===== src/decode_pkg.sv =====
package decode_pkg;

    // Phase of the instruction cycle, one oscillator period each
    typedef enum logic [1:0] {
        PH_FETCH = 2'h0,
        PH_DECODE = 2'h1,
        PH_EXEC = 2'h2,
        PH_WRITE = 2'h3
    } phase_t;

    typedef enum logic [1:0] {
        FMT_BYTE = 2'h0,
        FMT_BIT = 2'h1,
        FMT_JUMP = 2'h2,
        FMT_LIT = 2'h3
    } fmt_t;

    // Views of one 14-bit instruction word
    typedef struct packed {
        fmt_t fmt;
        logic [3:0] op;
        logic d;
        logic [6:0] f;
    } byte_word_t;

    typedef struct packed {
        fmt_t fmt;
        logic [1:0] op;
        logic [2:0] b;
        logic [6:0] f;
    } bit_word_t;

    typedef struct packed {
        fmt_t fmt;
        logic [3:0] op;
        logic [7:0] k;
    } lit_word_t;

    typedef struct packed {
        fmt_t fmt;
        logic is_goto;
        logic [10:0] k;
    } jump_word_t;

    // Low byte of the control group with op = 0 and d = 0
    localparam logic [7:0] CTL_RETURN = 8'h08;
    localparam logic [7:0] CTL_RETFIE = 8'h09;
    localparam logic [7:0] CTL_SLEEP = 8'h63;
    localparam logic [7:0] CTL_CLRWDT = 8'h64;

    localparam logic [7:0] OFS_CTRL = 8'h00;
    localparam logic [7:0] OFS_CORE = 8'h04;
    localparam logic [7:0] OFS_PC = 8'h08;

    localparam logic [7:0] RST_W = 8'h00;
    localparam logic [10:0] RST_PC = 11'h000;
    localparam logic RST_TO = 1'b1;
    localparam logic RST_PD = 1'b1;
    localparam logic RST_RUN = 1'b1;

    typedef struct packed {
        logic [18:0] zero;
        logic to;
        logic pd;
        logic z;
        logic dc;
        logic c;
        logic [7:0] w;
    } core_view_t;

    typedef struct packed {
        logic psel;
        logic penable;
        logic pwrite;
        logic [7:0] paddr;
        logic [31:0] pwdata;
    } apb_req_t;

    typedef struct packed {
        logic pready;
        logic pslverr;
        logic [31:0] prdata;
    } apb_rsp_t;

    typedef struct packed {
        logic rd;
        logic wr;
        logic [6:0] addr;
        logic [7:0] data;
    } rf_req_t;

endpackage


===== src/fourteen_bit_instruction_decode.sv =====
// Behaviour
// - Take each instruction as one 14-bit word split into opcode and operands.
// - Tell byte, bit and literal/control formats apart, each with its field layout.
// - Byte ops: d = 0 sends result to accumulator, d = 1 to the register.
// - Register address selects one of registers 0x00 to 0x7F.
// - Bit ops affect only the selected bit of the 8-bit register.
// - Literal is 8 bits, but 11 bits for call and jump.
// - One instruction cycle is four consecutive clock periods.
// - One cycle, or two with a no-op second when skipping or branching.
// - Register operands are read, modified, then stored per opcode or d.
// - The register is read even when the instruction only writes it.
// - Don't-care opcode bits are ignored; either value decodes the same.
// - Bit format holds a 3-bit bit select between opcode and 7-bit address.
// - Watchdog-clear encoding recognised; sets timeout and power-down status bits.
//
// The APB register port and the placing of the registers were chosen for this implementation.
`timescale 1ns/1ps
module fourteen_bit_instruction_decode (
    input wire logic clk_in, // 50 MHz core clock
    input wire logic rst_n_in, // Synchronous reset, active low
    input wire logic ce_in, // Clock enable, freezes all state when low
    input wire decode_pkg::apb_req_t apb_in, // APB request
    output decode_pkg::apb_rsp_t apb_out, // APB response
    output logic [10:0] pc_out, // Program memory address
    input wire logic [13:0] instr_in, // Instruction word at pc_out
    output decode_pkg::rf_req_t rf_out, // Register file read and write
    input wire logic [7:0] rd_data_in, // Register file read data
    input wire logic [10:0] ret_addr_in, // Top of return stack
    output logic push_out, // Push pc + 1 onto return stack
    output logic pop_out, // Pop return stack
    output logic wdt_clr_out, // Clear watchdog
    output logic sleep_out, // Enter sleep
    output logic timeout_flag_out, // Timeout status bit
    output logic sleep_entered_flag_out, // Power-down status bit
    output logic nibble_carry_flag_out, // Digit carry
    output logic [7:0] accum_out // Accumulator
);
    import decode_pkg::*;

    typedef struct packed {
        phase_t q;
        logic [13:0] ir;
        logic flush;
        logic bubble;
        logic [10:0] pc;
        logic [7:0] w;
        logic z;
        logic c;
        logic dc;
        logic to;
        logic pd;
        logic run;
        logic push;
        logic pop;
        logic wdt_clr;
        logic sleep;
        rf_req_t rf;
        apb_rsp_t apb;
    } state_t;

    state_t st;
    state_t next_st;

    byte_word_t bw;
    bit_word_t btw;
    lit_word_t lw;
    jump_word_t jw;
    assign bw = st.ir;
    assign btw = st.ir;
    assign lw = st.ir;
    assign jw = st.ir;

    logic [7:0] a;
    logic [7:0] res;
    logic [7:0] mask;
    logic [9:0] sum;
    logic wr_f;
    logic wr_w;
    logic skip;
    logic need_rd;
    logic upd_z;
    logic upd_c;
    logic upd_dc;
    logic new_c;
    logic ret;
    logic slp;
    logic wdt;
    core_view_t view;

    // Returns {carry, nibble carry, sum}
    function automatic logic [9:0] add8(input logic [7:0] x, input logic [7:0] y, input logic ci);
        logic [4:0] lo;
        logic [4:0] hi;
        lo = {1'b0, x[3:0]} + {1'b0, y[3:0]} + {4'h0, ci};
        hi = {1'b0, x[7:4]} + {1'b0, y[7:4]} + {4'h0, lo[4]};
        return {hi[4], lo[4], hi[3:0], lo[3:0]};
    endfunction

    assign a = rd_data_in;

    always_comb begin
        next_st = st;
        res = 8'h00;
        sum = 10'h000;
        wr_f = 1'b0;
        wr_w = 1'b0;
        skip = 1'b0;
        upd_z = 1'b0;
        upd_c = 1'b0;
        upd_dc = 1'b0;
        new_c = 1'b0;
        ret = 1'b0;
        slp = 1'b0;
        wdt = 1'b0;
        mask = 8'h01 << btw.b;
        view = '0;
        // Every register operand is read, write-only ones too
        need_rd = (bw.fmt == FMT_BIT) || (bw.fmt == FMT_BYTE && (bw.d || bw.op[3:1] != 3'h0));
        unique case (bw.fmt)
            FMT_BYTE: begin
                unique case (bw.op)
                    4'h0: begin
                        res = st.w;
                        if (!bw.d) begin
                            // Control group; bits 6:5 of a no-op are ignored
                            unique casez (st.ir[7:0])
                                CTL_RETURN, CTL_RETFIE: ret = 1'b1;
                                CTL_SLEEP: slp = 1'b1;
                                CTL_CLRWDT: wdt = 1'b1;
                                default: ;
                            endcase
                        end
                    end
                    4'h1: begin
                        res = 8'h00;
                        upd_z = 1'b1;
                    end
                    4'h2: begin
                        sum = add8(a, ~st.w, 1'b1);
                        upd_c = 1'b1;
                        upd_dc = 1'b1;
                    end
                    4'h3: res = a - 8'h01;
                    4'h4: res = a | st.w;
                    4'h5: res = a & st.w;
                    4'h6: res = a ^ st.w;
                    4'h7: begin
                        sum = add8(a, st.w, 1'b0);
                        upd_c = 1'b1;
                        upd_dc = 1'b1;
                    end
                    4'h8: res = a;
                    4'h9: res = ~a;
                    4'ha: res = a + 8'h01;
                    4'hb: begin
                        res = a - 8'h01;
                        skip = (res == 8'h00);
                    end
                    4'hc: begin
                        res = {st.c, a[7:1]};
                        new_c = a[0];
                    end
                    4'hd: begin
                        res = {a[6:0], st.c};
                        new_c = a[7];
                    end
                    4'he: res = {a[3:0], a[7:4]};
                    4'hf: begin
                        res = a + 8'h01;
                        skip = (res == 8'h00);
                    end
                endcase
                if (upd_c) begin
                    res = sum[7:0];
                    new_c = sum[9];
                end
                upd_z = upd_z || !(bw.op inside {4'h0, 4'hb, 4'hc, 4'hd, 4'he, 4'hf});
                upd_c = upd_c || bw.op == 4'hc || bw.op == 4'hd;
                // Result goes to the register for d = 1, else to the accumulator
                wr_f = bw.d;
                wr_w = !bw.d && bw.op != 4'h0;
            end
            FMT_BIT: begin
                unique case (btw.op)
                    2'h0: begin
                        res = a & ~mask;
                        wr_f = 1'b1;
                    end
                    2'h1: begin
                        res = a | mask;
                        wr_f = 1'b1;
                    end
                    2'h2: skip = ((a & mask) == 8'h00);
                    2'h3: skip = ((a & mask) != 8'h00);
                endcase
            end
            FMT_JUMP: res = st.w;
            FMT_LIT: begin
                wr_w = 1'b1;
                unique casez (lw.op)
                    4'b00??: res = lw.k;
                    4'b01??: begin
                        res = lw.k;
                        ret = 1'b1;
                    end
                    4'b1000: res = lw.k | st.w;
                    4'b1001: res = lw.k & st.w;
                    4'b1010: res = lw.k ^ st.w;
                    4'b110?: begin
                        sum = add8(lw.k, ~st.w, 1'b1);
                        upd_c = 1'b1;
                    end
                    4'b111?: begin
                        sum = add8(lw.k, st.w, 1'b0);
                        upd_c = 1'b1;
                    end
                    default: wr_w = 1'b0;
                endcase
                if (upd_c) begin
                    res = sum[7:0];
                    new_c = sum[9];
                    upd_dc = 1'b1;
                end
                upd_z = wr_w && lw.op[3];
            end
        endcase

        // Instruction cycle of four periods
        if (st.run) begin
            unique case (st.q)
                PH_FETCH: begin
                    next_st.ir = st.flush ? 14'h0000 : instr_in;
                    next_st.bubble = st.flush;
                    next_st.flush = 1'b0;
                    next_st.q = PH_DECODE;
                end
                PH_DECODE: begin
                    next_st.rf.rd = need_rd;
                    next_st.rf.addr = bw.f;
                    next_st.q = PH_EXEC;
                end
                PH_EXEC: begin
                    next_st.rf.rd = 1'b0;
                    next_st.q = PH_WRITE;
                    if (!st.bubble) begin
                        next_st.rf.wr = wr_f;
                        next_st.rf.data = res;
                        if (wr_w) begin
                            next_st.w = res;
                        end
                        if (upd_z) begin
                            next_st.z = (res == 8'h00);
                        end
                        if (upd_c) begin
                            next_st.c = new_c;
                        end
                        if (upd_dc) begin
                            next_st.dc = sum[8];
                        end
                        if (wdt) begin
                            next_st.to = 1'b1;
                            next_st.pd = 1'b1;
                            next_st.wdt_clr = 1'b1;
                        end
                        if (slp) begin
                            next_st.to = 1'b1;
                            next_st.pd = 1'b0;
                            next_st.sleep = 1'b1;
                        end
                        // Skips and branches spend a second cycle as a no-op
                        next_st.pc = st.pc + 11'h001;
                        if (skip) begin
                            next_st.pc = st.pc + 11'h002;
                            next_st.flush = 1'b1;
                        end
                        if (bw.fmt == FMT_JUMP) begin
                            next_st.pc = jw.k;
                            next_st.push = !jw.is_goto;
                            next_st.flush = 1'b1;
                        end
                        if (ret) begin
                            next_st.pc = ret_addr_in;
                            next_st.pop = 1'b1;
                            next_st.flush = 1'b1;
                        end
                    end
                end
                PH_WRITE: begin
                    next_st.rf.wr = 1'b0;
                    next_st.push = 1'b0;
                    next_st.pop = 1'b0;
                    next_st.wdt_clr = 1'b0;
                    next_st.sleep = 1'b0;
                    next_st.q = PH_FETCH;
                end
            endcase
        end

        // APB slave, one wait state
        next_st.apb.pready = 1'b0;
        next_st.apb.pslverr = 1'b0;
        if (apb_in.psel && apb_in.penable && !st.apb.pready) begin
            next_st.apb.pready = 1'b1;
            next_st.apb.prdata = 32'h0000_0000;
            view.w = st.w;
            view.c = st.c;
            view.dc = st.dc;
            view.z = st.z;
            view.pd = st.pd;
            view.to = st.to;
            unique case (apb_in.paddr)
                OFS_CTRL: begin
                    next_st.apb.prdata = {31'h0, st.run};
                    if (apb_in.pwrite) begin
                        next_st.run = apb_in.pwdata[0];
                    end
                end
                OFS_CORE: next_st.apb.prdata = view;
                OFS_PC: next_st.apb.prdata = {21'h0, st.pc};
                default: next_st.apb.pslverr = 1'b1;
            endcase
        end
    end

    always_ff @(posedge clk_in) begin
        if (!rst_n_in) begin
            st <= '0;
            st.pc <= RST_PC;
            st.w <= RST_W;
            st.to <= RST_TO;
            st.pd <= RST_PD;
            st.run <= RST_RUN;
        end else if (ce_in) begin
            st <= next_st;
        end
    end

    assign apb_out = st.apb;
    assign pc_out = st.pc;
    assign rf_out = st.rf;
    assign push_out = st.push;
    assign pop_out = st.pop;
    assign wdt_clr_out = st.wdt_clr;
    assign sleep_out = st.sleep;
    assign timeout_flag_out = st.to;
    assign sleep_entered_flag_out = st.pd;
    assign nibble_carry_flag_out = st.dc;
    assign accum_out = st.w;

    logic ex;
    assign ex = ce_in && st.run && st.q == PH_EXEC && !st.bubble;
endmodule


===== config.mk =====
export PLATFORM = sky130hd
export DESIGN_NAME = fourteen_bit_instruction_decode
export DESIGN_NICKNAME = d
export VERILOG_FILES = /design/src/decode_pkg.sv /design/src/fourteen_bit_instruction_decode.sv
export SDC_FILE = /design/constraint.sdc
export NUM_CORES = 1
export LEC_CHECK = 0
export BUFFER_PORTS_ARGS = -buffer_cell sky130_fd_sc_hd__buf_4
export CORE_AREA = 2 2 129 131
export CTS_CLUSTER_SIZE = 14
export DETAILED_ROUTE_END_ITERATION = 12
export DIE_AREA = 0 0 131 133
export GPL_TIMING_DRIVEN = 0
export PLACE_DENSITY = 0.77
export SLEW_MARGIN = 20
export SYNTH_ARGS = -nofsm -noshare
export SYNTH_HDL_FRONTEND = slang
export SYNTH_SLANG_ARGS = --single-unit

===== constraint.sdc =====
create_clock -name clk_in -period 3.4 [get_ports clk_in]
set_input_delay 0.17 -clock clk_in [delete_from_list [all_inputs] [get_ports clk_in]]
set_output_delay 0.17 -clock clk_in [all_outputs]
set_load 0.1 [all_outputs]

After elaboration in Yosys (flattened, before gate mapping)
Index checks and enable logic that the tools add are counted.
Word-level totals
  register bits: 98
  bits of input ports: 79
  word-level logic and storage cells: 218
Cells by class
  $add $sub $neg: 18
  eq/ne operators: 38
  shifts and indexed selects: 1
  mux-type cells: 68
  bitwise logic cells: 13
  reductions and logical operators: 57
Operators by type and width (number)
  8-bit one-hot mux with 11 select lines: 1
  8-bit one-hot mux with 4 select lines: 2
  5-bit AND reduction: 10
  4-bit by 4-bit adder with 5-bit output: 8
  8-bit zero test: 5
  10-bit one-hot mux with 2 select lines: 2
  13-bit one-hot mux with 3 select lines: 1
  1-bit 2-to-1 mux: 34
  34-bit 2-to-1 mux: 1
  11-bit 2-to-1 mux: 3
  8-bit bitwise AND: 4
  4-bit == test, second input constant: 8
  1-bit one-hot mux with 2 select lines: 14
  8-bit by 4-bit == test with 1-bit output, second input constant: 3
  8-bit inverter: 3
  8-bit OR: 3
  5-bit by 1-bit adder with 5-bit output: 4
  9-bit one-hot mux with 2 select lines: 1
  4-bit by 3-bit == test with 1-bit output, second input constant: 4
  8-bit by 7-bit == test with 1-bit output, second input constant: 2
  8-bit 2-to-1 mux: 2
  8-bit one-hot mux with 2 select lines: 1
  8-bit XOR: 2
  14-bit 2-to-1 mux: 1
  35 further kinds: 76

Depth between registers and ports, before layout
Gate-level depths: netlist (run 1).
  depth after elaboration: 10
  gate-level depth with buffers: 18
  mapped depth without buffers: 17

Worst setup path after synthesis (run 1)
OpenSTA, ideal clock, no wires.
  path type: register to register
  start: register st (netlist bit accum_out[2])
  end: register st[60] (netlist bit)
  setup time: 0.058 ns
  arrival time: 3.211 ns
  required time: 3.342 ns
  path slack: 0.131 ns
  stages on the path, launching flop included: 16
  clock period less this slack: 3.269 ns
  cell sequence: dfxtp_1 -> inv_1 -> ha_1 -> clkbuf_1 -> a21o_1 -> a21oi_1 -> fa_1 -> inv_1 -> fa_1 -> a32o_1 -> o22ai_1 -> o2111ai_1 -> o22ai_1 -> nand4_1 -> nor4_1 -> o21a_1
On the way
  longest elaborated chain between the ends: 8
  elaborated cells between the ends (all ways): 25
Ends and longest elaborated chain
  start, declared: line fourteen_bit_instruction_decode.sv:61  | state_t st;
  start signal, assigned: line fourteen_bit_instruction_decode.sv:334  | st <= next_st;
  8-bit inverter: line fourteen_bit_instruction_decode.sv:139, fourteen_bit_instruction_decode.sv:210
  4-bit by 4-bit adder with 5-bit output: line fourteen_bit_instruction_decode.sv:94  | lo = {1'b0, x[3:0]} + {1'b0, y[3:0]} + {4'h0, ci};
  5-bit by 1-bit adder with 5-bit output: line fourteen_bit_instruction_decode.sv:94
  5-bit by 1-bit adder with 5-bit output: line fourteen_bit_instruction_decode.sv:95  | hi = {1'b0, x[7:4]} + {1'b0, y[7:4]} + {4'h0, lo[4]};
  10-bit one-hot mux with 2 select lines (on tied branches): line fourteen_bit_instruction_decode.sv:200, fourteen_bit_instruction_decode.sv:121
  8-bit 2-to-1 mux (on tied branches): line fourteen_bit_instruction_decode.sv:219, fourteen_bit_instruction_decode.sv:173
  8-bit one-hot mux with 4 select lines (*): line fourteen_bit_instruction_decode.sv:119  | unique case (bw.fmt)
  8-bit zero test (*): line fourteen_bit_instruction_decode.sv:252  | next_st.z = (res == 8'h00);
Mark *: on every way between the ends. The rest lies on a longest branch, timed or not.
A chain may end at the register's enable or synchronous reset.

Final worst setup path (run 1)
  start: register st (netlist bit accum_out[0])
  end: register st[60] (netlist bit)
Same word-level chain as after synthesis.

==> results of run 1 <==
## area by class of cell
class	instances	area share, %
Clock buffer	11	2.40
Timing Repair Buffer	132	10.0
Clock inverter	5	1.05
Inverter	47	1.86
Tap cell	220	2.72
Multi-Input combinational cell	834	57.1
Buffer	156	9.14
Sequential cell	78	15.7
## metal layers
metal  GRT usage, %  wire length (um)  vias up  share of wire, %
met2           57.5             14400      632                42
li1               -                 -     4144                 -
met4           21.7              2240        0               6.6
met1           51.6             13800     4296                41
met3           7.36              3510      147                10
met5              0                 0        -                 0
## cells by family after synthesis
group | Yosys count | synth area share (%)
muxes | 30 | 3.86
buffers and inverters | 205 | 13.4
other | 2 | 0.0920
AOI/OAI and AO/OA | 320 | 25.5
and+or+nand+nor | 374 | 23.7
xor gates and xnor gates | 18 | 2.16
adders and majority gates | 72 | 12.1
DFF | 78 | 19.1
## sequential cells by signal, indices dropped and copies added (netlist names)
signal / count
accum_out: 8
apb_out: 15
btw: 14
nibble_carry_flag_out: 1
pc_out: 11
pop_out: 1
push_out: 1
rf_out: 17
sleep_entered_flag_out: 1
sleep_out: 1
st: 7
wdt_clr_out: 1
## final timing paths
kind	endpoint	slack, ps	start	depth (start not counted)
hold / removal	st[55]$_SDFFE_PN1P_	50	apb_in[0]	3
hold reg to reg	rf_out[12]$_SDFFE_PN0P_	470	rf_out[12]$_SDFFE_PN0P_	2
setup / recovery	st[60]$_SDFFE_PN0P_	-170	accum_out[0]$_SDFFE_PN0P_	14
setup reg to reg	st[60]$_SDFFE_PN0P_	-170	accum_out[0]$_SDFFE_PN0P_	14
## Yosys cell counts, types with 10 or more instances
cell      instances
a211oi_1         15
a21boi_0         18
a21oi_1         109
a22oi_1          14
a31oi_1          13
and2_1           18
and3_1           13
buf_2            20
buf_4            71
clkbuf_1         54
dfxtp_1          78
fa_1             12
ha_1             60
inv_1            44
mux2i_1          27
nand2_1          99
nand3_1          30
nor2_1           64
nor2b_1          50
nor3_1           28
nor3b_1          20
o21ai_0          49
o221ai_1         11
o22ai_1          10
xor2_1           10
## metrics by stage
| step | setup WS (ps) | total power (uW) | hold slack [ps] | util, % |
|---|---|---|---|---|
| after detailed placement | -1150 | 2060 | 410 | 57.4 |
| after global placement | -1150 | 2060 | 409 | 57.4 |
| final | -166 | 3310 | 54.3 | 62.5 |
| after global routing | -253 | 3390 | 63.9 | 62.5 |
| after CTS | -187 | 3230 | 54.6 | 61.2 |
| after floorplan | 131 | 1730 | 298 | - |
## worst reg2reg max path, delay by kind of cell, from the launching register on
kind,cells,cell delay (ps)
buf+inv,1,60
compound gates,7,1450
fa+ha+maj,4,1250
simple gates,2,380
flops,1,370
## power breakdown
| part | switching (uW) | leakage, uW | internal [uW] |
|---|---|---|---|
| clock | 423 | 0.000166 | 740 |
| combinational | 791 | 0.00344 | 369 |
| sequential | 43.4 | 0.000637 | 939 |
| total | 1260 | 0.00424 | 2050 |
## cells in the final DEF (no fill, tap or decap), types with 11 or more instances in the layout
cell type | synthesis | layout
buf_4 | 71 | 200
nor2_1 | 64 | 63
a211oi_1 | 15 | 15
nand3_1 | 30 | 30
a22oi_1 | 14 | 14
nand2_1 | 99 | 98
dfxtp_1 | 78 | 71
nor3_1 | 28 | 27
inv_1 | 44 | 38
a31oi_1 | 13 | 13
o221ai_1 | 11 | 11
nor3b_1 | 20 | 20
mux2i_1 | 27 | 27
a21oi_1 | 109 | 106
buf_2 | 20 | 19
clkbuf_1 | 54 | 52
fa_2 | 0 | 11
a21boi_0 | 18 | 18
o21ai_0 | 49 | 46
and2_1 | 18 | 18
nor2b_1 | 50 | 50
ha_1 | 60 | 53
conb_1 | 2 | 20
and3_1 | 13 | 13
## repair_timing
item	in CTS	in global routing
setup endpoints to repair	10	7
gates cloned	0	0
setup buffers	17	12
pin swaps	16	6
gates resized for setup	45	28
==> impl_metrics.json, run 1 <==
{
  "die_x_um": 131,
  "cp_slowest_stage_delay_ps": 460,
  "vdd_ir_drop_max_v": 0.000334,
  "area_delta_synth_final_pct": 23.8,
  "num_io_pins": 156,
  "syn_area_um2": 8160,
  "start_kind": "flip-flop",
  "clk_latency_ps": 350,
  "path_max_fanout": 3,
  "dp.cells": 1440,
  "path_cells": "ha_4 -> fa_2 -> a21o_1 -> a21oi_4 -> fa_2 -> inv_2 -> fa_1 -> a32o_2 -> o22ai_4 -> o2111ai_2 -> o22ai_4 -> nand4_1 -> nor4_2 -> o21a_1",
  "critPathBufInv": 1,
  "fmax_mhz": 280,
  "firstDrtPassIters": 6,
  "clk_path_buf_depth": 2,
  "clk_pin_slew_ps": 60,
  "rows": 47,
  "vias": 9219,
  "multiInputGateArea_um2": 5780,
  "fin_tns_setup_ps": -358,
  "synthCells": 1099,
  "synth_area_leaders": "dfxtp_1 19%, ha_1 9.2%, a21oi_1 6.7%, buf_4 6.5%, nand2_1 4.6%",
  "start_util_pct": 50.5,
  "slowest_stage": "fa_1",
  "period_needed_ps": 3570,
  "critical_path_arrival_ps": 3860,
  "portBuffers": 103,
  "leakagePower_uw": 0.00424,
  "dpl.hpwl_um": 25000,
  "setup_viol": 5,
  "grt_usage_pct": 38.5,
  "syn_avg_cell_area_um2": 7.43,
  "grt_max_degree": 14,
  "min_path_type": "in2reg",
  "slew-limit-headroom_pct": 40.5,
  "ys_ff_latch": 78,
  "final_area_um2": 10100,
  "grt_pass1_wl_um": 50300,
  "n_fill_cell": 1493,
  "drive_gt1_share_pct": 24.5,
  "max_cap_viol_count": 0,
  "synth_edf_count": 0,
  "power_density_nw_per_um2": 327,
  "core_area_um2": 16200,
  "yosysTopAreaCell": "dfxtp_1",
  "instances_no_fill": 1483,
  "cts_buffers": 9,
  "wl_per_cell_um": 22.9,
  "first_iter_violations": 1120,
  "antenna_found_initial": 1,
  "cts_sinks": 78,
  "ys_async_sr_fraction_pct": 0,
  "ys_seq_area_share_pct": 19.1,
  "violations": "negative setup slack",
  "nets": 1409,
  "worstPathRequired_ps": 3690,
  "yosysWarnings": 0,
  "setup_ws_ps": -166,
  "gp_congestion": 1.02,
  "critPathKind": "reg2reg",
  "grt_pass1_vias": 8507,
  "timing.final.crit_share_pct": 105,
  "vias_per_cell": 6.22,
  "dieArea_um2": 17400,
  "crit_path_end_kind": "flip-flop",
  "clock_skew_ps": 8.57,
  "cts_tree": "done",
  "cp_top_family": "compound AO/OA/AOI/OAI gates",
  "grt_remaining_overflow": 0,
  "detail-route-antenna-nets": 0,
  "h-tree-depth": 3,
  "regArea_um2": 1590,
  "drc": 0,
  "ys.flop_type": "dfxtp_1",
  "n_antenna_cell": 0,
  "rsz0062_at_grt": "true",
  "outcome": "finished with violations",
  "drv_slew": 0,
  "place_area_um2": 9280,
  "die_h_um": 133,
  "cts_root_buffer": "clkbuf_16",
  "wl_um": 34000,
  "final_hold_viol_count": 0,
  "tightest_slew_ps": 891,
  "synth_top_area_share_pct": 19.1,
  "cts_hold_buf": 0,
  "yosysUniqueCellTypes": 82
}
No activity file was read; power rests on OpenSTA's default activity.
==> run 2, diff against run 1 <==
- CELL_PAD_IN_SITES_DETAIL_PLACEMENT: not set -> 1
- CELL_PAD_IN_SITES_GLOBAL_PLACEMENT: not set -> 1
- CORE_AREA: 2 2 129 131 -> 2 2 152 154
- DIE_AREA: 0 0 131 133 -> 0 0 154 156
- PLACE_DENSITY: 0.77 -> not set
- PLACE_DENSITY_LB_ADDON: not set -> 0.1
==> impl_metrics.json, run 2 (synthesized netlist as in run 1, its figures left out) <==
{
  "min_path_type": "in2reg",
  "slew-limit-headroom_pct": 39.4,
  "power_density_nw_per_um2": 318,
  "firstDrtPassIters": 5,
  "path_max_fanout": 6,
  "area_delta_synth_final_pct": 23.2,
  "h-tree-depth": 3,
  "vdd_ir_drop_max_v": 0.000228,
  "clk_latency_ps": 360,
  "outcome": "finished with violations",
  "grt_pass1_vias": 8972,
  "final_hold_viol_count": 0,
  "final_area_um2": 10100,
  "drv_slew": 0,
  "hold_end": "st[55]$_SDFFE_PN1P_",
  "n_antenna_cell": 0,
  "gp_congestion": 0.967,
  "fmax_mhz": 281,
  "hp-start": "apb_in[0]",
  "cts_sinks": 78,
  "vias": 9098,
  "clock_skew_ps": 10.0,
  "final_common_cell": "buf_4",
  "cts_hold_buf": 0,
  "violations": "negative setup slack",
  "worstPathRequired_ps": 3710,
  "first_iter_violations": 687,
  "grt_pass1_wl_um": 55800,
  "start_kind": "flip-flop",
  "utilization_pct": 45.0,
  "holdWs_ps": 37.7,
  "grt_remaining_overflow": 0,
  "power_uw": 3190,
  "grt_usage_pct": 30.8,
  "die_x_um": 154,
  "drive_gt1_share_pct": 23.8,
  "wl_per_cell_um": 24.2,
  "r2r-start": "accum_out[0]$_SDFFE_PN0P_",
  "setup_viol": 3,
  "start_util_pct": 36.5,
  "clk_path_buf_depth": 2,
  "num_io_pins": 156,
  "rsz0062_at_grt": "true",
  "leakagePower_uw": 0.00419,
  "portBuffers": 103,
  "vias_per_cell": 5.90,
  "rows": 55,
  "grt_max_degree": 16,
  "critical_path_arrival_ps": 3860,
  "drc": 0,
  "max_cap_viol_count": 0,
  "crit_path_end_kind": "flip-flop",
  "core_area_um2": 22400,
  "clk_pin_slew_ps": 70,
  "dieArea_um2": 24000,
  "timing.final.crit_share_pct": 105,
  "rr_endpoint": "st[60]$_SDFFE_PN0P_",
  "wl_um": 37400,
  "reg2reg_depth": 14,
  "dpl.hpwl_um": 27900,
  "die_h_um": 156,
  "largest_reg_flops": 17,
  "cts_buffers": 9,
  "whs_path_depth": 3,
  "cts_root_buffer": "clkbuf_16",
  "cts_tree": "done",
  "period_needed_ps": 3560,
  "nets": 1404,
  "detail-route-antenna-nets": 0,
  "antenna_found_initial": 1,
  "ff2ff_setup_slack_ps": -160,
  "fin_tns_setup_ps": -381,
  "critPathKind": "reg2reg",
  "tightest_slew_ps": 907,
  "place_area_um2": 9360,
  "setup_ws_ps": -155,
  "final_cell_mix": "197 x buf_4, 106 x a21oi_1, 99 x nand2_1"
}
==> run 2: how the worst max path moves through the flow <==
stage | depth (start not counted) | startpoint | endpoint | slack [ps]
finish | 14 | accum_out[0]$_SDFFE_PN0P_ | st[60]$_SDFFE_PN0P_ | -160
global route | 16 | btw[2]$_SDFFE_PN0P_ | st[60]$_SDFFE_PN0P_ | -280
CTS | 14 | accum_out[0]$_SDFFE_PN0P_ | st[60]$_SDFFE_PN0P_ | -70
detailed placement | 15 | accum_out[2]$_SDFFE_PN0P_ | st[60]$_SDFFE_PN0P_ | -1050
global placement | 15 | accum_out[2]$_SDFFE_PN0P_ | st[60]$_SDFFE_PN0P_ | -1030
floorplan | 15 | accum_out[2]$_SDFFE_PN0P_ | st[60]$_SDFFE_PN0P_ | 130
==> run 2: power by group <==
| group | switching [uW] | internal, uW |
|---|---|---|
| clock network | 462 | 581 |
| logic | 804 | 365 |
| registers | 42.4 | 938 |
| total | 1310 | 1880 |
==> run 2: critical path: stages, from the launching register on <==
cell	delay, ps
dfxtp_4	400
ha_4	180
fa_2	340
a21o_1	190
a21oi_4	160
fa_2	260
inv_2	50
fa_1	440
a32o_1	260
o22ai_1	150
o2111ai_1	150
o22ai_2	330
nand4_1	210
nor4_2	250
o21a_1	140
==> run 2: final cells by class <==
cell class,count,area [um2]
Tap cell,285,357
Clock buffer,9,225
Timing Repair Buffer,127,966
Sequential cell,78,1580
Buffer,156,925
Inverter,47,188
Clock inverter,7,80.1
Fill cell,2811,12300
Multi-Input combinational cell,834,5730
==> run 2: through the flow <==
| stage | cells | setup WS, ps |
|---|---|---|
| final | 1543 | -155 |
| after CTS | 1537 | -72.9 |
| after global placement | 1505 | -1030 |
| after floorplan | 1117 | 131 |
| after global routing | 1543 | -280 |
| after detailed placement | 1505 | -1050 |
==> run 2: repair_timing <==
| action | 4_1_cts | 5_1_grt |
|---|---|---|
| resized for setup | 46 | 18 |
| pin swaps | 19 | 18 |
| endpoints found under the setup margin | 10 | 11 |
| endpoints found under the hold margin | 0 | 0 |
| buffers inserted | 18 | 6 |
==> run 2: routing by layer <==
metal | track usage (%) | part of all wire, %
met1 | 41.6 | 44
met2 | 48.5 | 45
met3 | 4.97 | 7.1
met4 | 13.3 | 4.2
met5 | 0 | 0.035
